--- config.mk ---
export PLATFORM = sky130hd
export DESIGN_NAME = qpw_wiper_ctrl
export DESIGN_NICKNAME = d
export VERILOG_FILES = /design/src/qpw_pkg.sv /design/src/qpw_wiper_ctrl.sv /design/src/qpw_latch_bank.sv
export SDC_FILE = /design/constraint.sdc
export NUM_CORES = 1
export LEC_CHECK = 0
export ABC_AREA = 1
export BUFFER_PORTS_ARGS = -buffer_cell sky130_fd_sc_hd__buf_4
export CAP_MARGIN = 20
export CORE_AREA = 4 4 405 407
export DETAILED_ROUTE_END_ITERATION = 10
export DIE_AREA = 0 0 409 411
export PLACE_DENSITY_LB_ADDON = 0.12
export SYNTH_ARGS = -nofsm -noshare
export SYNTH_HDL_FRONTEND = slang
export SYNTH_SLANG_ARGS = --single-unit
--- constraint.sdc ---
create_clock -name sys_clk_i -period 3.4 [get_ports sys_clk_i]
set_input_delay 0.34 -clock sys_clk_i [delete_from_list [all_inputs] [get_ports sys_clk_i]]
set_output_delay 0.34 -clock sys_clk_i [all_outputs]
set_load 0.05 [all_outputs]
--- src/qpw_pkg.sv ---
/*
 Shared constants and carrier types for the quad wiper control block.
 Assumes a 25 MHz system clock and pins sampled through synchronisers.
*/
// Function
// - Power-up presets all wiper latches to midscale
// - Shutdown opens terminal A, wiper to B
// - Shutdown retains latches, still accepts writes
// - Shutdown release drives wipers from latches
// - Decode each 8-bit latch to one-of-256
// - Code zero selects terminal B connection
// - Select pin low enables three-wire interface
// - Shift input on rising clock while selected
// - Address 00..11 loads latches one to four
// - Commit shift register on chip select rise
// - Only last ten bits are committed
// - Shutdown releases open-drain output high
// - Preset pin loads midscale, kept after release
// - Serial output changes on falling clock edge
package qpw_pkg;
    localparam int WORD_BITS = 10;
    localparam int DATA_BITS = 8;
    localparam int CHANNELS = 4;
    localparam int TAPS = 256;
    localparam logic [7:0] MIDSCALE = 8'h80;
    localparam int ADDR_HI = 9;
    localparam int ADDR_LO = 8;

    typedef struct packed {
        logic [1:0] chan;
        logic [7:0] code;
    } qpw_word_t;

    typedef struct packed {
        logic sclk;
        logic csn;
        logic serial_in;
    } qpw_link_t;
endpackage : qpw_pkg

--- src/qpw_wiper_ctrl.sv ---
/*
 Serial load path, presets, shutdown and tap decode for four wipers.
 Assumes serial pins come from outside and are resynchronised here;
 link clock must be slow (<= 1/4 of sys_clk) for edge detection.
*/
`timescale 1ns/1ps
module qpw_wiper_ctrl
    import qpw_pkg::*;
(
    // Clock and reset
    input wire logic sys_clk_i,
    input wire logic srst_i,
    // Pins
    input wire logic interface_select_pin_i,
    input wire logic power_down_pin_n_i,
    input wire logic midscale_preset_pin_n_i,
    input wire qpw_link_t link_i,
    // Serial output, open drain: oe low while driving low
    output logic serial_out_open_drain_o,
    output logic serial_out_open_drain_oe_n_o,
    // Resistor switches and interface enables
    output logic [CHANNELS-1:0] term_a_connect_o,
    output logic [CHANNELS*TAPS-1:0] tap_select_o,
    output logic spi_enabled_o,
    output logic i2c_enabled_o
);
    qpw_link_t link_s1_reg;
    qpw_link_t link_s2_reg;
    logic [2:0] pin_s1_reg;
    logic [2:0] pin_s2_reg;
    logic sclk_d_reg;
    logic csn_d_reg;
    logic [WORD_BITS-1:0] shift_reg;
    logic [WORD_BITS-1:0] shift_next;
    logic serial_out_reg;
    logic [31:0] codes;
    logic commit;
    logic sclk_rise;
    logic sclk_fall;
    logic power_down;
    logic preset;
    logic spi_sel;
    qpw_word_t wr_word;

    function automatic logic [TAPS-1:0] tap_decode(input logic [7:0] code);
        logic [TAPS-1:0] onehot;
        onehot = '0;
        onehot[code] = 1'b1;
        return onehot;
    endfunction : tap_decode

    // Two-stage synchronisers; only stage two is read
    always_ff @(posedge sys_clk_i) begin
        if (srst_i) begin
            link_s1_reg <= '{sclk: 1'b0, csn: 1'b1, serial_in: 1'b0};
            link_s2_reg <= '{sclk: 1'b0, csn: 1'b1, serial_in: 1'b0};
            pin_s1_reg <= 3'b110;
            pin_s2_reg <= 3'b110;
        end else begin
            link_s1_reg <= link_i;
            link_s2_reg <= link_s1_reg;
            pin_s1_reg <= {power_down_pin_n_i, midscale_preset_pin_n_i,
                           interface_select_pin_i};
            pin_s2_reg <= pin_s1_reg;
        end
    end

    always_comb begin
        power_down = !pin_s2_reg[2];
        preset = !pin_s2_reg[1];
        spi_sel = !pin_s2_reg[0];
        sclk_rise = link_s2_reg.sclk && !sclk_d_reg;
        sclk_fall = !link_s2_reg.sclk && sclk_d_reg;
        commit = spi_sel && link_s2_reg.csn && !csn_d_reg;
        shift_next = {shift_reg[WORD_BITS-2:0], link_s2_reg.serial_in};
        wr_word = shift_reg;
    end

    always_ff @(posedge sys_clk_i) begin
        if (srst_i) begin
            sclk_d_reg <= 1'b0;
            csn_d_reg <= 1'b1;
        end else begin
            sclk_d_reg <= link_s2_reg.sclk;
            csn_d_reg <= link_s2_reg.csn;
        end
    end

    // Shifter keeps only the newest ten bits; frozen while deselected
    always_ff @(posedge sys_clk_i) begin
        if (srst_i) begin
            shift_reg <= '0;
        end else if (spi_sel && !link_s2_reg.csn && sclk_rise) begin
            shift_reg <= shift_next;
        end
    end

    qpw_latch_bank u_bank (
        .sys_clk_i(sys_clk_i),
        .srst_i(srst_i),
        .preset_i(preset),
        .wr_en_i(commit && !preset),
        .wr_word_i(wr_word),
        .rd_chan_i(2'b00),
        .rd_code_o(),
        .all_codes_o(codes)
    );

    // Output shifts on falling edge, so the next stage samples on rise
    always_ff @(posedge sys_clk_i) begin
        if (srst_i) begin
            serial_out_reg <= 1'b1;
        end else if (power_down) begin
            serial_out_reg <= 1'b1;
        end else if (!link_s2_reg.csn && sclk_fall) begin
            serial_out_reg <= shift_reg[WORD_BITS-1];
        end
    end

    always_ff @(posedge sys_clk_i) begin
        if (srst_i) begin
            serial_out_open_drain_o <= 1'b0;
            serial_out_open_drain_oe_n_o <= 1'b1;
            spi_enabled_o <= 1'b0;
            i2c_enabled_o <= 1'b0;
        end else begin
            serial_out_open_drain_o <= 1'b0;
            serial_out_open_drain_oe_n_o <= serial_out_reg;
            spi_enabled_o <= spi_sel;
            i2c_enabled_o <= !spi_sel;
        end
    end

    always_ff @(posedge sys_clk_i) begin
        if (srst_i) begin
            term_a_connect_o <= '1;
            for (int c = 0; c < CHANNELS; c++) begin
                tap_select_o[c*TAPS +: TAPS] <= tap_decode(MIDSCALE);
            end
        end else begin
            for (int c = 0; c < CHANNELS; c++) begin
                term_a_connect_o[c] <= !power_down;
                if (power_down) begin
                    tap_select_o[c*TAPS +: TAPS] <= tap_decode(8'h00);
                end else begin
                    tap_select_o[c*TAPS +: TAPS] <=
                        tap_decode(codes[c*8 +: 8]);
                end
            end
        end
    end

    // Output register lags the forced level by one edge, hence the ##1
    a_down_out_high: assert property (
        @(posedge sys_clk_i) disable iff (srst_i)
        power_down |=> ##1 serial_out_open_drain_oe_n_o)
        else $error("serial out not released in shutdown");

    a_down_term_a: assert property (
        @(posedge sys_clk_i) disable iff (srst_i)
        power_down |=> term_a_connect_o == '0 && tap_select_o[0])
        else $error("shutdown did not tie wiper to B");

    a_preset_mid: assert property (
        @(posedge sys_clk_i) disable iff (srst_i)
        preset |=> codes == {CHANNELS{MIDSCALE}})
        else $error("preset did not load midscale");

    a_commit_load: assert property (
        @(posedge sys_clk_i) disable iff (srst_i)
        commit && !preset && shift_reg[9:8] == 2'b11
        |=> codes[31:24] == $past(shift_reg[7:0]))
        else $error("commit did not load channel four");

    a_csn_hold: assert property (
        @(posedge sys_clk_i) disable iff (srst_i)
        link_s2_reg.csn && csn_d_reg |=> $stable(shift_reg))
        else $error("shifter moved while deselected");

    a_shift_rise: assert property (
        @(posedge sys_clk_i) disable iff (srst_i)
        spi_sel && !link_s2_reg.csn && sclk_rise
        |=> shift_reg[0] == $past(link_s2_reg.serial_in))
        else $error("bit not shifted on rising clock");

    a_no_commit_hold: assert property (
        @(posedge sys_clk_i) disable iff (srst_i)
        !commit && !preset |=> $stable(codes))
        else $error("latch changed without commit");

    a_decode_live: assert property (
        @(posedge sys_clk_i) disable iff (srst_i)
        !power_down |=>
            tap_select_o[TAPS-1:0] == tap_decode($past(codes[7:0])))
        else $error("tap decode mismatch");

    a_mode_sel: assert property (
        @(posedge sys_clk_i) disable iff (srst_i)
        spi_sel |=> spi_enabled_o && !i2c_enabled_o)
        else $error("interface select mismatch");
endmodule : qpw_wiper_ctrl

--- src/qpw_latch_bank.sv ---
/*
 Four 8-bit wiper latches with a registered read port.
 Assumes write and preset requests arrive on the system clock.
*/
`timescale 1ns/1ps
module qpw_latch_bank
    import qpw_pkg::*;
(
    // Clock and reset
    input wire logic sys_clk_i,
    input wire logic srst_i,
    // Control
    input wire logic preset_i,
    input wire logic wr_en_i,
    input wire qpw_word_t wr_word_i,
    // Read
    input wire logic [1:0] rd_chan_i,
    output logic [7:0] rd_code_o,
    output logic [31:0] all_codes_o
);
    logic [7:0] mem_reg [CHANNELS];

    always_ff @(posedge sys_clk_i) begin
        if (srst_i || preset_i) begin
            for (int i = 0; i < CHANNELS; i++) begin
                mem_reg[i] <= MIDSCALE;
            end
        end else if (wr_en_i) begin
            mem_reg[wr_word_i.chan] <= wr_word_i.code;
        end
    end

    always_ff @(posedge sys_clk_i) begin
        if (srst_i) begin
            rd_code_o <= MIDSCALE;
        end else begin
            rd_code_o <= mem_reg[rd_chan_i];
        end
    end

    always_comb begin
        all_codes_o = {mem_reg[3], mem_reg[2], mem_reg[1], mem_reg[0]};
    end
endmodule : qpw_latch_bank

Yosys cells after proc, flatten, opt, wreduce, memory -nomap -nowiden
Memory sizes are Yosys's and may differ from the RTL's.
Cells that the tools add are included.
- register bits after elaboration: 1053
- latch bits: 0
- memory bits (writable): 32
- ROM bits: 0
- input bits: 8
- output and inout bits: 1032
- word-level logic and storage cells: 69
- memories: 1
- $add $sub $neg: 0
- $mul: 0
- div/mod/pow operators: 0
- $lt $le $gt $ge: 8
- eq/ne operators: 0
- shifts and indexed selects: 0
- multiplexer cells: 20
- bitwise operators: 1
- reduce and logical (&&, ||, !) cells: 21
- memory list (memory ; words ; bits a word ; rd ports ; clocked after memory_dff ; write ports ; RTL line ; source):
    u_bank.mem_reg ; 4 ; 8 ; 4 ; 0 ; 4 ; qpw_latch_bank.sv:21 ; logic [7:0] mem_reg [CHANNELS];
- operators by type and width (cell ; number):
    129-bit two-way mux ; 4
    8-bit by 9-bit < comparator with 1-bit output (second input constant) ; 4
    1-bit demux with 8-bit select ; 4
    8-bit by 1-bit greater-or-equal comparator with 1-bit output (second input constant) ; 4
    1-bit logical AND ; 12
    1-bit two-way mux ; 10
    8-bit two-way mux ; 1
    8-bit OR reduction ; 1
    1-bit zero test ; 6
    2-bit two-way mux ; 1
    2-bit OR reduction ; 1
    1-bit logical OR ; 1
    1-bit inverter ; 1

Depth between registers and ports, before layout
Gate-level depths: netlist of run 1.
- depth in word-level cells: 9
- mapped depth: 7
- gate-level depth less buffers: 5

Hierarchy
Synthesis of run 1 repeated with hierarchy kept, for this count alone.
- cell total of the unflattened synthesis: 2738
- area total of the unflattened synthesis: 28797.6 µm²
- modules (own cells, without submodules) (module ; instances ; cells each ; area an instance (µm²) ; sequential area each (µm²)):
    qpw_wiper_ctrl ; 1 ; 2553 ; 27005.9 ; 21080.2
    qpw_latch_bank ; 1 ; 185 ; 1791.7 ; 1121.1

Worst setup path after synthesis of run 1
OpenSTA, ideal clock, no wires.
- path kind: input -> register
- start point: input port srst_i
- end point: memory u_bank.mem_reg[0][0] (enable)
- library setup time: 329 ps
- arrival: 1177 ps
- required time: 3071 ps
- path slack: 1894 ps
- stages: 4
- buffers on the path: 1
- path through: inv_2 > clkbuf_1 > nand4_1 > nand2_1
- RTL lines (what ; RTL line ; source):
    from (decl) ; qpw_wiper_ctrl.sv:12 ; input wire logic srst_i,
    to (decl) ; qpw_latch_bank.sv:21 ;

Worst setup path in the final report of run 1
- start point: register pin_s2_reg[2]
- end point: register tap_select_o[523]
- cells in the longest elaborated chain, start to end: 2
- RTL lines (what ; RTL line ; source):
    from (decl) ; qpw_wiper_ctrl.sv:30 ; logic [2:0] pin_s2_reg;
    from (signal assigned) ; qpw_wiper_ctrl.sv:64 ; pin_s2_reg <= pin_s1_reg;
    1-bit inverter (no source line) ; - ;
    2-bit OR reduction (no source line) ; - ;
    to (signal, indexed assignment) ; qpw_wiper_ctrl.sv:138 ; tap_select_o[c*TAPS +: TAPS] <= tap_decode(MIDSCALE);
    to (signal, indexed assignment) ; qpw_wiper_ctrl.sv:144 ; tap_select_o[c*TAPS +: TAPS] <= tap_decode(8'h00);
    to (signal, indexed assignment) ; qpw_wiper_ctrl.sv:146 ; tap_select_o[c*TAPS +: TAPS] <=
    to (decl) ; qpw_wiper_ctrl.sv:23 ; output logic [CHANNELS*TAPS-1:0] tap_select_o,
No other way between the ends.
A chain may end at the register's enable or synchronous reset.

==> reports/qor.yml, run 1 <==
outcome: "complete, no violations"
cts_buffers: 121
ant_nets: 0
synthCells: 2640
rsz0062_at_grt: "no"
fin_total_pwr_mw: 26.5
num_vias: 20800
worstPathRequired_ns: 3.98
final_cell_mix: "nor2_1, dfxtp_1, buf_4, nand2_1, clkbuf_16"
fin_crit_ns: 2.47
seq_area_frac_synth: 0.782
grt_antenna_before_repair: 5
max_freq_ghz: 0.404
skew_ns: 0.0468
std_cell_rows: 147
start_kind: "flop"
ys.warnings.count: 0
rr_startpoint: "pin_s2_reg[2]$_SDFF_PP1_"
final_common_cell: "nor2_1"
setup_viol: 0
r2r_cells: 5
synthesis.area_mm2: 0.0282
regToRegEndpoint: "tap_select_o[523]$_SDFF_PP0_"
ioPinCount: 1040
crit_type: "flop to flop"
crit_path_max_fanout: 17
p_leak_nw: 17.8
final_util: 0.264
maxCapViolCount: 0
chipWidth_um: 409
avgRoutedWirePerCell_um: 22.1
start_util: 0.176
pre_cts_ws_ns: 0.706
worstHoldPathType: "input port to flop"
synth_flop_cell: "dfxtp_1"
arrival_ns: 3.06
p_per_area_mw_per_mm2: 627
first_pass_iters: 5
synthDistinctLibCells: 20
gp_congestion: 0.722
cts-root-buf: "clkbuf_16"
ir_worst_vdd_uv: 404
syn2layout_area_growth_pct: 50.0
synth_edf_count: 32
whs_path_depth: 4
drv_slew: 0
synthArstFlopShare: 0
syn-num-nets: 2648
core_mm2: 0.160
final_area_mm2: 0.0423
placed_cell_area_mm2: 0.0382
drive_above_1_share: 0.333
drt-total-wl_mm: 131
hp-start: "srst_i"
syn_area_per_cell_um2: 10.7
grt_pass1_vias: 20900
cts_resized: 0
fin_setup_tns_ns: 0
grt.overflow.total: 0
grt_pass1_wl_mm: 176
cts_tree: "built"
max-clock-path-buffers: 3
io_buffers: 1038
ys_seq_elements: 1085
grt_use_total: 0.148
die-area_mm2: 0.168
setup_ws_ns: 0.926
worstHoldEndpoint: "tap_select_o[896]$_SDFF_PP1_"
clk_pin_slew_worst_paths_ns: 0.06
viasPerCell: 3.51
rrSetupSlack_ns: 0.93
post-cts-setup-buffer-count: 0
grt_max_degree: 31
maxSlewHeadroom: 0.249
crit_path_end_kind: "flop"
largest_reg_flops: 1024
drc_errors: 0
clkLatencyLatePin_ns: 0.74
final_nets: 3689
tightest_slew_ns: 1.12
drt_iter0_drc: 1054
fill_cells: 17000
die_h_um: 411
regArea_mm2: 0.0220
timing.final.crit_share: 0.728
dp_hpwl_mm: 95.1
clock_sinks: 1085
multi_input_area_mm2: 0.00524
hold_viol_final: 0
cts.htree.levels: 3
==> repair_timing <==
| action | CTS | global route |
|---|---|---|
| endpoints found under the hold margin | 6 | 0 |
| setup endpoints to repair | 0 | 0 |
| hold buffers | 6 | 0 |
==> cells in the mapped netlist, types with 3 or more instances <==
| library cell | n | share of area |
|---|---|---|
| nand2_1 | 158 | 0.021 |
| o21ai_0 | 5 | 0.00089 |
| buf_2 | 66 | 0.012 |
| dfxtp_1 | 1053 | 0.75 |
| nand4_1 | 12 | 0.0027 |
| or2_2 | 7 | 0.0016 |
| edfxtp_1 | 32 | 0.034 |
| inv_1 | 68 | 0.0091 |
| buf_4 | 5 | 0.0013 |
| a21oi_1 | 12 | 0.0021 |
| clkbuf_1 | 71 | 0.0095 |
| nor3_1 | 18 | 0.0032 |
| nor2_2 | 3 | 0.00067 |
| nor3_4 | 6 | 0.0035 |
| nand3_1 | 20 | 0.0036 |
| nor2_1 | 1100 | 0.15 |
==> kinds of logic after synthesis <==
| logic type | share of synthesized area |
|---|---|
| AOI/OAI and AO/OA | 0.00302 |
| buffers and inverters | 0.0318 |
| DFF | 0.782 |
| other | 0.000133 |
| and+or+nand+nor | 0.183 |
==> power breakdown <==
group | total, mW | internal, mW | switching, mW
Sequential | 12.9 | 12.8 | 0.0359
Clock | 13.2 | 7.60 | 5.56
Combinational | 0.483 | 0.0792 | 0.403
==> layer usage <==
| metal | GRT usage | vias to the layer above | wire length (µm) |
|---|---|---|---|
| met5 | 0 | - | 11 |
| met4 | 0.0438 | 2 | 3680 |
| met3 | 0.0623 | 176 | 12000 |
| met2 | 0.250 | 744 | 62600 |
| met1 | 0.172 | 9844 | 52900 |
| li1 | - | 10100 | - |
==> how the worst max path moves through the flow <==
stage                                   from                                  to  slack (ns)  depth (start not counted)
floorplan                             srst_i  u_bank.mem_reg[0][0]$_SDFFCE_PN0P_        1.89                          4
global placement                      srst_i        tap_select_o[635]$_SDFF_PP0_        0.73                          7
detailed placement                    srst_i        tap_select_o[555]$_SDFF_PP0_        0.71                          7
CTS                 pin_s2_reg[2]$_SDFF_PP1_        tap_select_o[535]$_SDFF_PP0_        0.83                          4
global route        pin_s2_reg[2]$_SDFF_PP1_        tap_select_o[571]$_SDFF_PP0_        0.72                          5
finish              pin_s2_reg[2]$_SDFF_PP1_        tap_select_o[523]$_SDFF_PP0_        0.93                          5
==> critical path, cell delays in order, from the launching register on <==
cell,delay (ns)
dfxtp_1,0.31
nand2_2,0.32
clkinv_1,0.62
nand4_1,0.72
buf_4,0.29
nor2_1,0.05
==> stage by stage <==
step | hold WS [ns] | instances
6_report | 0.114 | 5945
5_1_grt | 0.0645 | 5942
4_1_cts | 0.0379 | 5941
3_5_place_dp | 0.393 | 5711
3_3_place_gp | 0.393 | 5711
2_1_floorplan | 0.388 | 2640
==> layout make-up <==
cell class	count	area share
multi-input combinational	1343	0.124
antenna	3	0.000178
tap	2160	0.0639
inverter	70	0.00621
clock buffer	188	0.0851
timing repair buffer	1060	0.189
clock inverter	36	0.0102
sequential	1085	0.521
Note: power is estimated with default switching activity, not from simulation.
==> inputs of run 2 (changes only) <==
==> constraint.sdc (replaced) <==
create_clock -name sys_clk_i -period 2.45 [get_ports sys_clk_i]
set_input_delay 0.245 -clock sys_clk_i [delete_from_list [all_inputs] [get_ports sys_clk_i]]
set_output_delay 0.245 -clock sys_clk_i [all_outputs]
set_load 0.05 [all_outputs]
==> run 2 against run 1 <==
Compared with the run above:
- sequential cell count unchanged
- critical endpoint is now u_bank.mem_reg[3][1]$_DFFE_PP_
- clock power up 47%
- cell count up 1.7%
- largest cell class unchanged
==> reports/qor.yml, run 2 (synthesis gave the netlist of run 1 again) <==
syn2layout_area_growth_pct: 53.7
drt-total-wl_mm: 132  # +0.25%
clkPwrFrac: 0.511  # +0.014
crit_family: "simple AND/OR/NAND/NOR gates"
drive_above_1_share: 0.352  # +0.0181
drt_iter0_drc: 994  # -5.7%
placed_cells: 5806  # +1.7%
cts_tree: "built"
clock_sinks: 1085  # unchanged
io_buffers: 1038  # unchanged
gp_congestion: 0.735  # +1.9%
rsz0062_at_grt: "no"
final_cell_mix: "buf_4, nor2_1, dfxtp_1, nand2_1, clkbuf_16"
std_cell_rows: 147  # unchanged
cts_buffers: 131  # +8.3%
num_vias: 21200  # +1.8%
clkLatencyLatePin_ns: 0.74  # about the same
die_h_um: 411  # unchanged
fin_cells: 6046  # +1.7%
setup_ws_ns: 0.258  # -0.668 ns
start_kind: "flop"
crit_slowest_cell: "nor2_1"
grt_antenna_before_repair: 6  # +1
max_freq_ghz: 0.456  # +13%
path_cells: "nor2_1 -> nand3_1 -> nor2_1 -> nor2_1"
crit_path_max_fanout: 8  # -9
setup_viol: 0  # unchanged
cts-root-buf: "clkbuf_16"
fill_cells: 17100  # +0.45%
grt.overflow.total: 0  # unchanged
sequentialPowerShare: 0.470  # -0.015
grt_pass1_vias: 21400  # +2.4%
pre_cts_ws_ns: 0.135  # -0.571 ns
p_leak_nw: 18.4  # +3.1%
largest_reg_flops: 1024  # unchanged
critical_path_cell_count: 4  # -1
sw_frac_of_total: 0.227  # +0.000437
ioPinCount: 1040  # unchanged
r2r_cells: 4  # -1
grt_pass1_wl_mm: 178  # +0.83%
start_util: 0.176  # unchanged
fin_crit_ns: 2.19  # -0.282 ns
final_nets: 3795  # +2.9%
outcome: "complete, no violations"
fin_setup_tns_ns: 0  # unchanged
grt_use_total: 0.150  # +0.00175
first_pass_iters: 7  # +2
cts.htree.levels: 4  # +1
crit_type: "flop to flop"
viasPerCell: 3.51  # about the same
tightest_slew_ns: 0.883  # -0.241 ns
grt_max_degree: 31  # unchanged
avgRoutedWirePerCell_um: 21.8  # -1.4%
hold_viol_final: 0  # unchanged
final_common_cell: "buf_4"
diodes: 0  # -3
maxCapViolCount: 0  # unchanged
drv_slew: 0  # unchanged
crit_path_end_kind: "flop"
core_mm2: 0.160  # unchanged
share_comb_of_total_power: 0.019  # about the same
chipWidth_um: 409  # unchanged
arrival_ns: 2.55  # -0.51 ns
p_per_area_mw_per_mm2: 877  # +40%
dp_hpwl_mm: 95.9  # +0.78%
drc_errors: 0  # unchanged
crit_top_cell: "nor2_1"
p_sw_mw: 8.61  # +44%
clk_pin_slew_worst_paths_ns: 0.05  # about the same
skew_ns: 0.0195  # -0.0273 ns
whs_path_depth: 3  # -1
cp_slowest_stage_delay_ns: 0.62  # -0.10 ns
die-area_mm2: 0.168  # unchanged
maxSlewHeadroom: 0.410  # +0.161
max-clock-path-buffers: 3  # unchanged
worstPathRequired_ns: 2.81  # -1.17 ns
path_buf_inv: 0  # -2
ant_nets: 0  # unchanged
timing.final.crit_share: 0.895  # +0.167
worstHoldPathType: "input port to flop"
p_int_mw: 29.4  # +43%
ir_worst_vdd_uv: 658  # +63%
-- run 2: changes by cell type in the layout (fill, tap and decap cells not counted), moves of 2 or more --
cell,before,now
clkbuf_8,32,30
diode_2,3,0
buf_4,1053,1146
buf_12,0,2
inv_16,1,3
clkbuf_1,35,32
clkbuf_16,121,133
clkinvlp_4,0,2
inv_4,3,0
dlygate4sd3_1,6,8
-- run 2: path summary, 6_finish.rpt --
check	start	endpoint	slack [ns]
worst max register to register	pin_s2_reg[0]$_SDFF_PP0_	u_bank.mem_reg[3][1]$_DFFE_PP_	0.26
worst min-delay path	power_down_pin_n_i	pin_s1_reg[2]$_SDFF_PP1_	0.29
worst max-delay path	pin_s2_reg[0]$_SDFF_PP0_	u_bank.mem_reg[3][1]$_DFFE_PP_	0.26
worst min register to register	link_s1_reg[0]$_SDFF_PP0_	link_s2_reg[0]$_SDFF_PP0_	0.41
-- run 2: worst reg2reg max path, cell delays in order (launching register included) --
cell and delay [ns]:
dfxtp_1 0.41, nor2_1 0.16, nand3_1 0.45, nor2_1 0.17, nor2_1 0.62
-- run 2: final cells by class --
class                      count  area [µm²]  area share
sequential                  1085       22000       0.509
multi-input combinational   1343        5240       0.121
clock inverter                37         479      0.0111
clock buffer                 195        3860      0.0891
tap                         2160        2700      0.0624
inverter                      70         263     0.00607
timing repair buffer        1156        8720       0.201
-- run 2: timing repair --
item / CTS / global route
buffers inserted: 0 / 0
endpoints found under the hold margin: 16 / 0
resized for setup: 0 / 0
hold buffers: 8 / 0
-- run 2: routing by layer --
metal,track usage,vias to the layer above,wire length (µm)
met5,0,-,48
li1,-,10300,-
met3,0.0702,177,13100
met4,0.0446,8,3340
met1,0.173,9994,52900
met2,0.248,748,62200
-- run 2: per-stage QoR --
stage / hold WS, ns / area (µm²) / utilization / power, mW
CTS: 0.195 / 43300 / 0.270 / 38.8
global placement: 0.401 / 38900 / 0.243 / 19.0
floorplan: 0.349 / 28200 / - / 18.6
global route: 0.231 / 43300 / 0.270 / 39.5
finish: 0.288 / 43300 / 0.270 / 38.0
detailed placement: 0.396 / 38900 / 0.243 / 19.0
-- run 2: power by group through the flow --
| stage | Sequential (mW) | Clock, mW | Combinational (mW) |
|---|---|---|---|
| 2_1_floorplan | 18.3 | 0 | 0.288 |
| 3_3_place_gp | 18.2 | 0 | 0.736 |
| 3_5_place_dp | 18.2 | 0 | 0.733 |
| 4_1_cts | 17.8 | 20.2 | 0.749 |
| 5_1_grt | 17.8 | 20.8 | 0.784 |
| 6_report | 17.9 | 19.4 | 0.719 |
==> inputs of run 3 (changes only) <==
--- a/config.mk
+++ b/config.mk
@@ -5,7 +5,6 @@
 export SDC_FILE = /design/constraint.sdc
 export NUM_CORES = 1
 export LEC_CHECK = 0
-export ABC_AREA = 1
 export BUFFER_PORTS_ARGS = -buffer_cell sky130_fd_sc_hd__buf_4
 export CAP_MARGIN = 20
 export CORE_AREA = 4 4 405 407
==> run 3 against run 2 <==
Compared with the run above:
- register-to-register slack improved by 0.20 ns
- hold slack got worse by 0.047 ns
- largest power group unchanged
- fmax rose by 9.9%
- critical path depth rose by 1
- critical path type unchanged
- global-route usage fell by 0.39 points
- worst setup slack improved by 0.20 ns
- sequential cell count did not move
==> reports/qor.yml, run 3 <==
outcome: "complete, no violations"
worstPathRequired_ns: 2.88  # +0.07 ns
setup_viol: 0  # unchanged
multi_input_area_mm2: 0.00547  # +4.3%
synthArstFlopShare: 0  # unchanged
grt.overflow.total: 0  # unchanged
regArea_mm2: 0.0220  # about the same
post-cts-setup-buffer-count: 0  # unchanged
skew_ns: 0.0503  # +0.0308 ns
grt_use_total: 0.146  # -0.00392
postCtsHoldBufs: 7  # -1
grt_pass1_wl_mm: 175  # -1.5%
std_cell_rows: 147  # unchanged
crit_family: "simple AND/OR/NAND/NOR gates"
start_util: 0.175  # -0.000578
drt_iter0_drc: 1109  # +12%
fin_setup_tns_ns: 0  # unchanged
arrival_ns: 2.42  # -0.13 ns
largest_reg_flops: 1024  # unchanged
hold_viol_final: 0  # unchanged
ant_nets: 0  # unchanged
io_buffers: 1038  # unchanged
synth_edf_count: 32  # unchanged
core_mm2: 0.160  # unchanged
p_leak_nw: 18.2  # -0.97%
clkLatencyLatePin_ns: 0.73  # about the same
first_pass_iters: 4  # -3
ys_seq_elements: 1085  # unchanged
syn-num-nets: 2555  # -3.5%
seq_area_frac_synth: 0.785  # +0.00258
tightest_slew_ns: 0.809  # -0.0734 ns
cp_slowest_stage_delay_ns: 0.49  # -0.13 ns
maxCapViolCount: 0  # unchanged
final_nets: 3715  # -2.1%
cts_tree: "built"
rsz0062_at_grt: "no"
gp_congestion: 0.741  # +0.76%
grt_max_degree: 29  # -6.5%
cts-root-buf: "clkbuf_16"
max-clock-path-buffers: 3  # unchanged
synth_fa_ha_area_frac: 0  # unchanged
drv_slew: 0  # unchanged
start_kind: "flop"
grt_pass1_vias: 21200  # -0.83%
synthXorXnorAreaFrac: 0  # unchanged
die-area_mm2: 0.168  # unchanged
worstHoldPathType: "input port to flop"
pre_cts_ws_ns: 0.409  # +0.274 ns
avgRoutedWirePerCell_um: 21.6  # -0.71%
crit_path_max_fanout: 9  # +1
synth_top_area_frac: 0.751  # +0.00247
yosysMostFrequentCell: "dfxtp_1"
clk_pin_slew_worst_paths_ns: 0.06  # about the same
die_h_um: 411  # unchanged
max_freq_ghz: 0.502  # +9.9%
cts_buffers: 120  # -8.4%
ys.warnings.count: 0  # unchanged
synthSimpleGateAreaFrac: 0.190  # +0.00760
synth_top_cells_by_area: "dfxtp_1, nor2_1, edfxtp_1, clkbuf_1, nand2_1"
drive_above_1_share: 0.368  # +0.0168
synth_top_cell_by_area: "dfxtp_1"
syn_area_per_cell_um2: 11.0  # +3.3%
cts.htree.levels: 3  # -1
synthMuxAreaShare: 0.000356  # +0.000356
grt_antenna_before_repair: 6  # unchanged
p_per_area_mw_per_mm2: 861  # -1.9%
synth_flop_cell: "dfxtp_1"
ir_worst_vdd_uv: 588  # -11%
viasPerCell: 3.55  # +1.1%
synthesis.area_mm2: 0.0281  # -0.33%
timing.final.crit_share: 0.814  # -0.0807
cts_resized: 0  # unchanged
synth_top_family_by_area: "simple AND/OR/NAND/NOR gates"
final_cell_mix: "buf_4, dfxtp_1, nor2_1, clkbuf_16, nand2_1"
crit_type: "flop to flop"
maxSlewHeadroom: 0.459  # +0.0490
crit_path_end_kind: "flop"
final_common_cell: "buf_4"
fin_crit_ns: 1.99  # -0.198 ns
synth-compound-area-share: 0.00374  # +0.000723
fill_cells: 17000  # -0.32%
drc_errors: 0  # unchanged
ioPinCount: 1040  # unchanged
syn2layout_area_growth_pct: 54.7
clock_sinks: 1085  # unchanged
drt-total-wl_mm: 129  # -2.0%
crit_slowest_cell: "or3b_1"
setup_ws_ns: 0.456  # +0.198 ns
path_cells: "or3b_1 -> nor4_2 -> buf_4 -> nand2b_1 -> buf_4"
synth_commonest_cells: "dfxtp_1, nor2_1, clkbuf_1"
num_vias: 21200  # -0.21%
synthDistinctLibCells: 35  # +75%
chipWidth_um: 409  # unchanged
crit_top_cell: "buf_4"
path_buf_inv: 2  # +2
dp_hpwl_mm: 94.9  # -1.0%
synthCells: 2547  # -3.5%
## run 3: cell count changes in the layout (fill, tap and decap cells not counted), moves of 8 or more
| cell | previous run | this run |
|---|---|---|
| and2_1 | 0 | 28 |
| clkbuf_16 | 133 | 122 |
| nor2_1 | 1100 | 1023 |
| clkbuf_1 | 32 | 20 |
| inv_1 | 68 | 1 |
| nand4_1 | 12 | 3 |
| nor3_1 | 18 | 6 |
| nand2b_1 | 0 | 9 |
| and4bb_2 | 0 | 8 |
| nand3_1 | 20 | 43 |
| nor2b_1 | 0 | 31 |
| buf_4 | 1146 | 1169 |
| nand2_1 | 158 | 105 |
## run 3: cell families after synthesis
| logic type | Yosys count |
|---|---|
| buffers and inverters | 147 |
| AOI/OAI and AO/OA | 19 |
| other | 1 |
| muxes | 1 |
| DFF | 1085 |
| and+or+nand+nor | 1294 |
## run 3: final cells by class
| type | count | area share |
|---|---|---|
| inverters | 1 | 0.0000864 |
| flip-flops and latches | 1085 | 0.507 |
| well taps | 2160 | 0.0622 |
| diodes | 3 | 0.000173 |
| clock buffers | 177 | 0.0831 |
| clock inverters | 45 | 0.0141 |
| repair buffers | 1184 | 0.207 |
| multi-input cells | 1315 | 0.126 |
## run 3: layer usage
metal | vias up | global-route usage | share of wire
li1 | 10200 | - | -
met1 | 10200 | 0.166 | 0.39
met2 | 649 | 0.263 | 0.51
met3 | 175 | 0.0392 | 0.062
met4 | 0 | 0.0511 | 0.030
met5 | - | 0 | 0
## run 3: where the power goes
part | switching (mW) | leakage [nW] | internal [mW]
Clock | 7.63 | 2.09 | 11.3
Sequential | 0.0672 | 8.81 | 17.8
Combinational | 0.494 | 7.31 | 0.167
## run 3: final timing paths
path                                        endpoint  cells past startpoint                       from  slack (ns)
hold reg to reg             pin_s2_reg[2]$_SDFF_PP1_                      1   pin_s1_reg[2]$_SDFF_PP1_        0.41
hold / removal             link_s1_reg[1]$_SDFF_PP1_                      3                  link_i[1]        0.24
setup reg to reg  u_bank.mem_reg[1][3]$_SDFFCE_PN0P_                      5  link_s2_reg[1]$_SDFF_PP1_        0.46
setup / recovery  u_bank.mem_reg[1][3]$_SDFFCE_PN0P_                      5  link_s2_reg[1]$_SDFF_PP1_        0.46
## run 3: tightest hold or removal path, delay by kind of cell
kind	cells	cell delay, ns
buffers and inverters	2	0.62
AND/OR/NAND/NOR	1	0.08
## run 3: through the flow
step	instances	utilization	cell area (µm²)	power (mW)	hold WS [ns]
global placement	5738	0.244	39200	18.9	0.395
detailed placement	5738	0.244	39200	18.9	0.400
floorplan	2547	-	28100	18.6	0.349
global route	5968	0.271	43400	38.8	0.197
finish	5970	0.271	43500	37.4	0.241
CTS	5967	0.271	43400	38.1	0.151
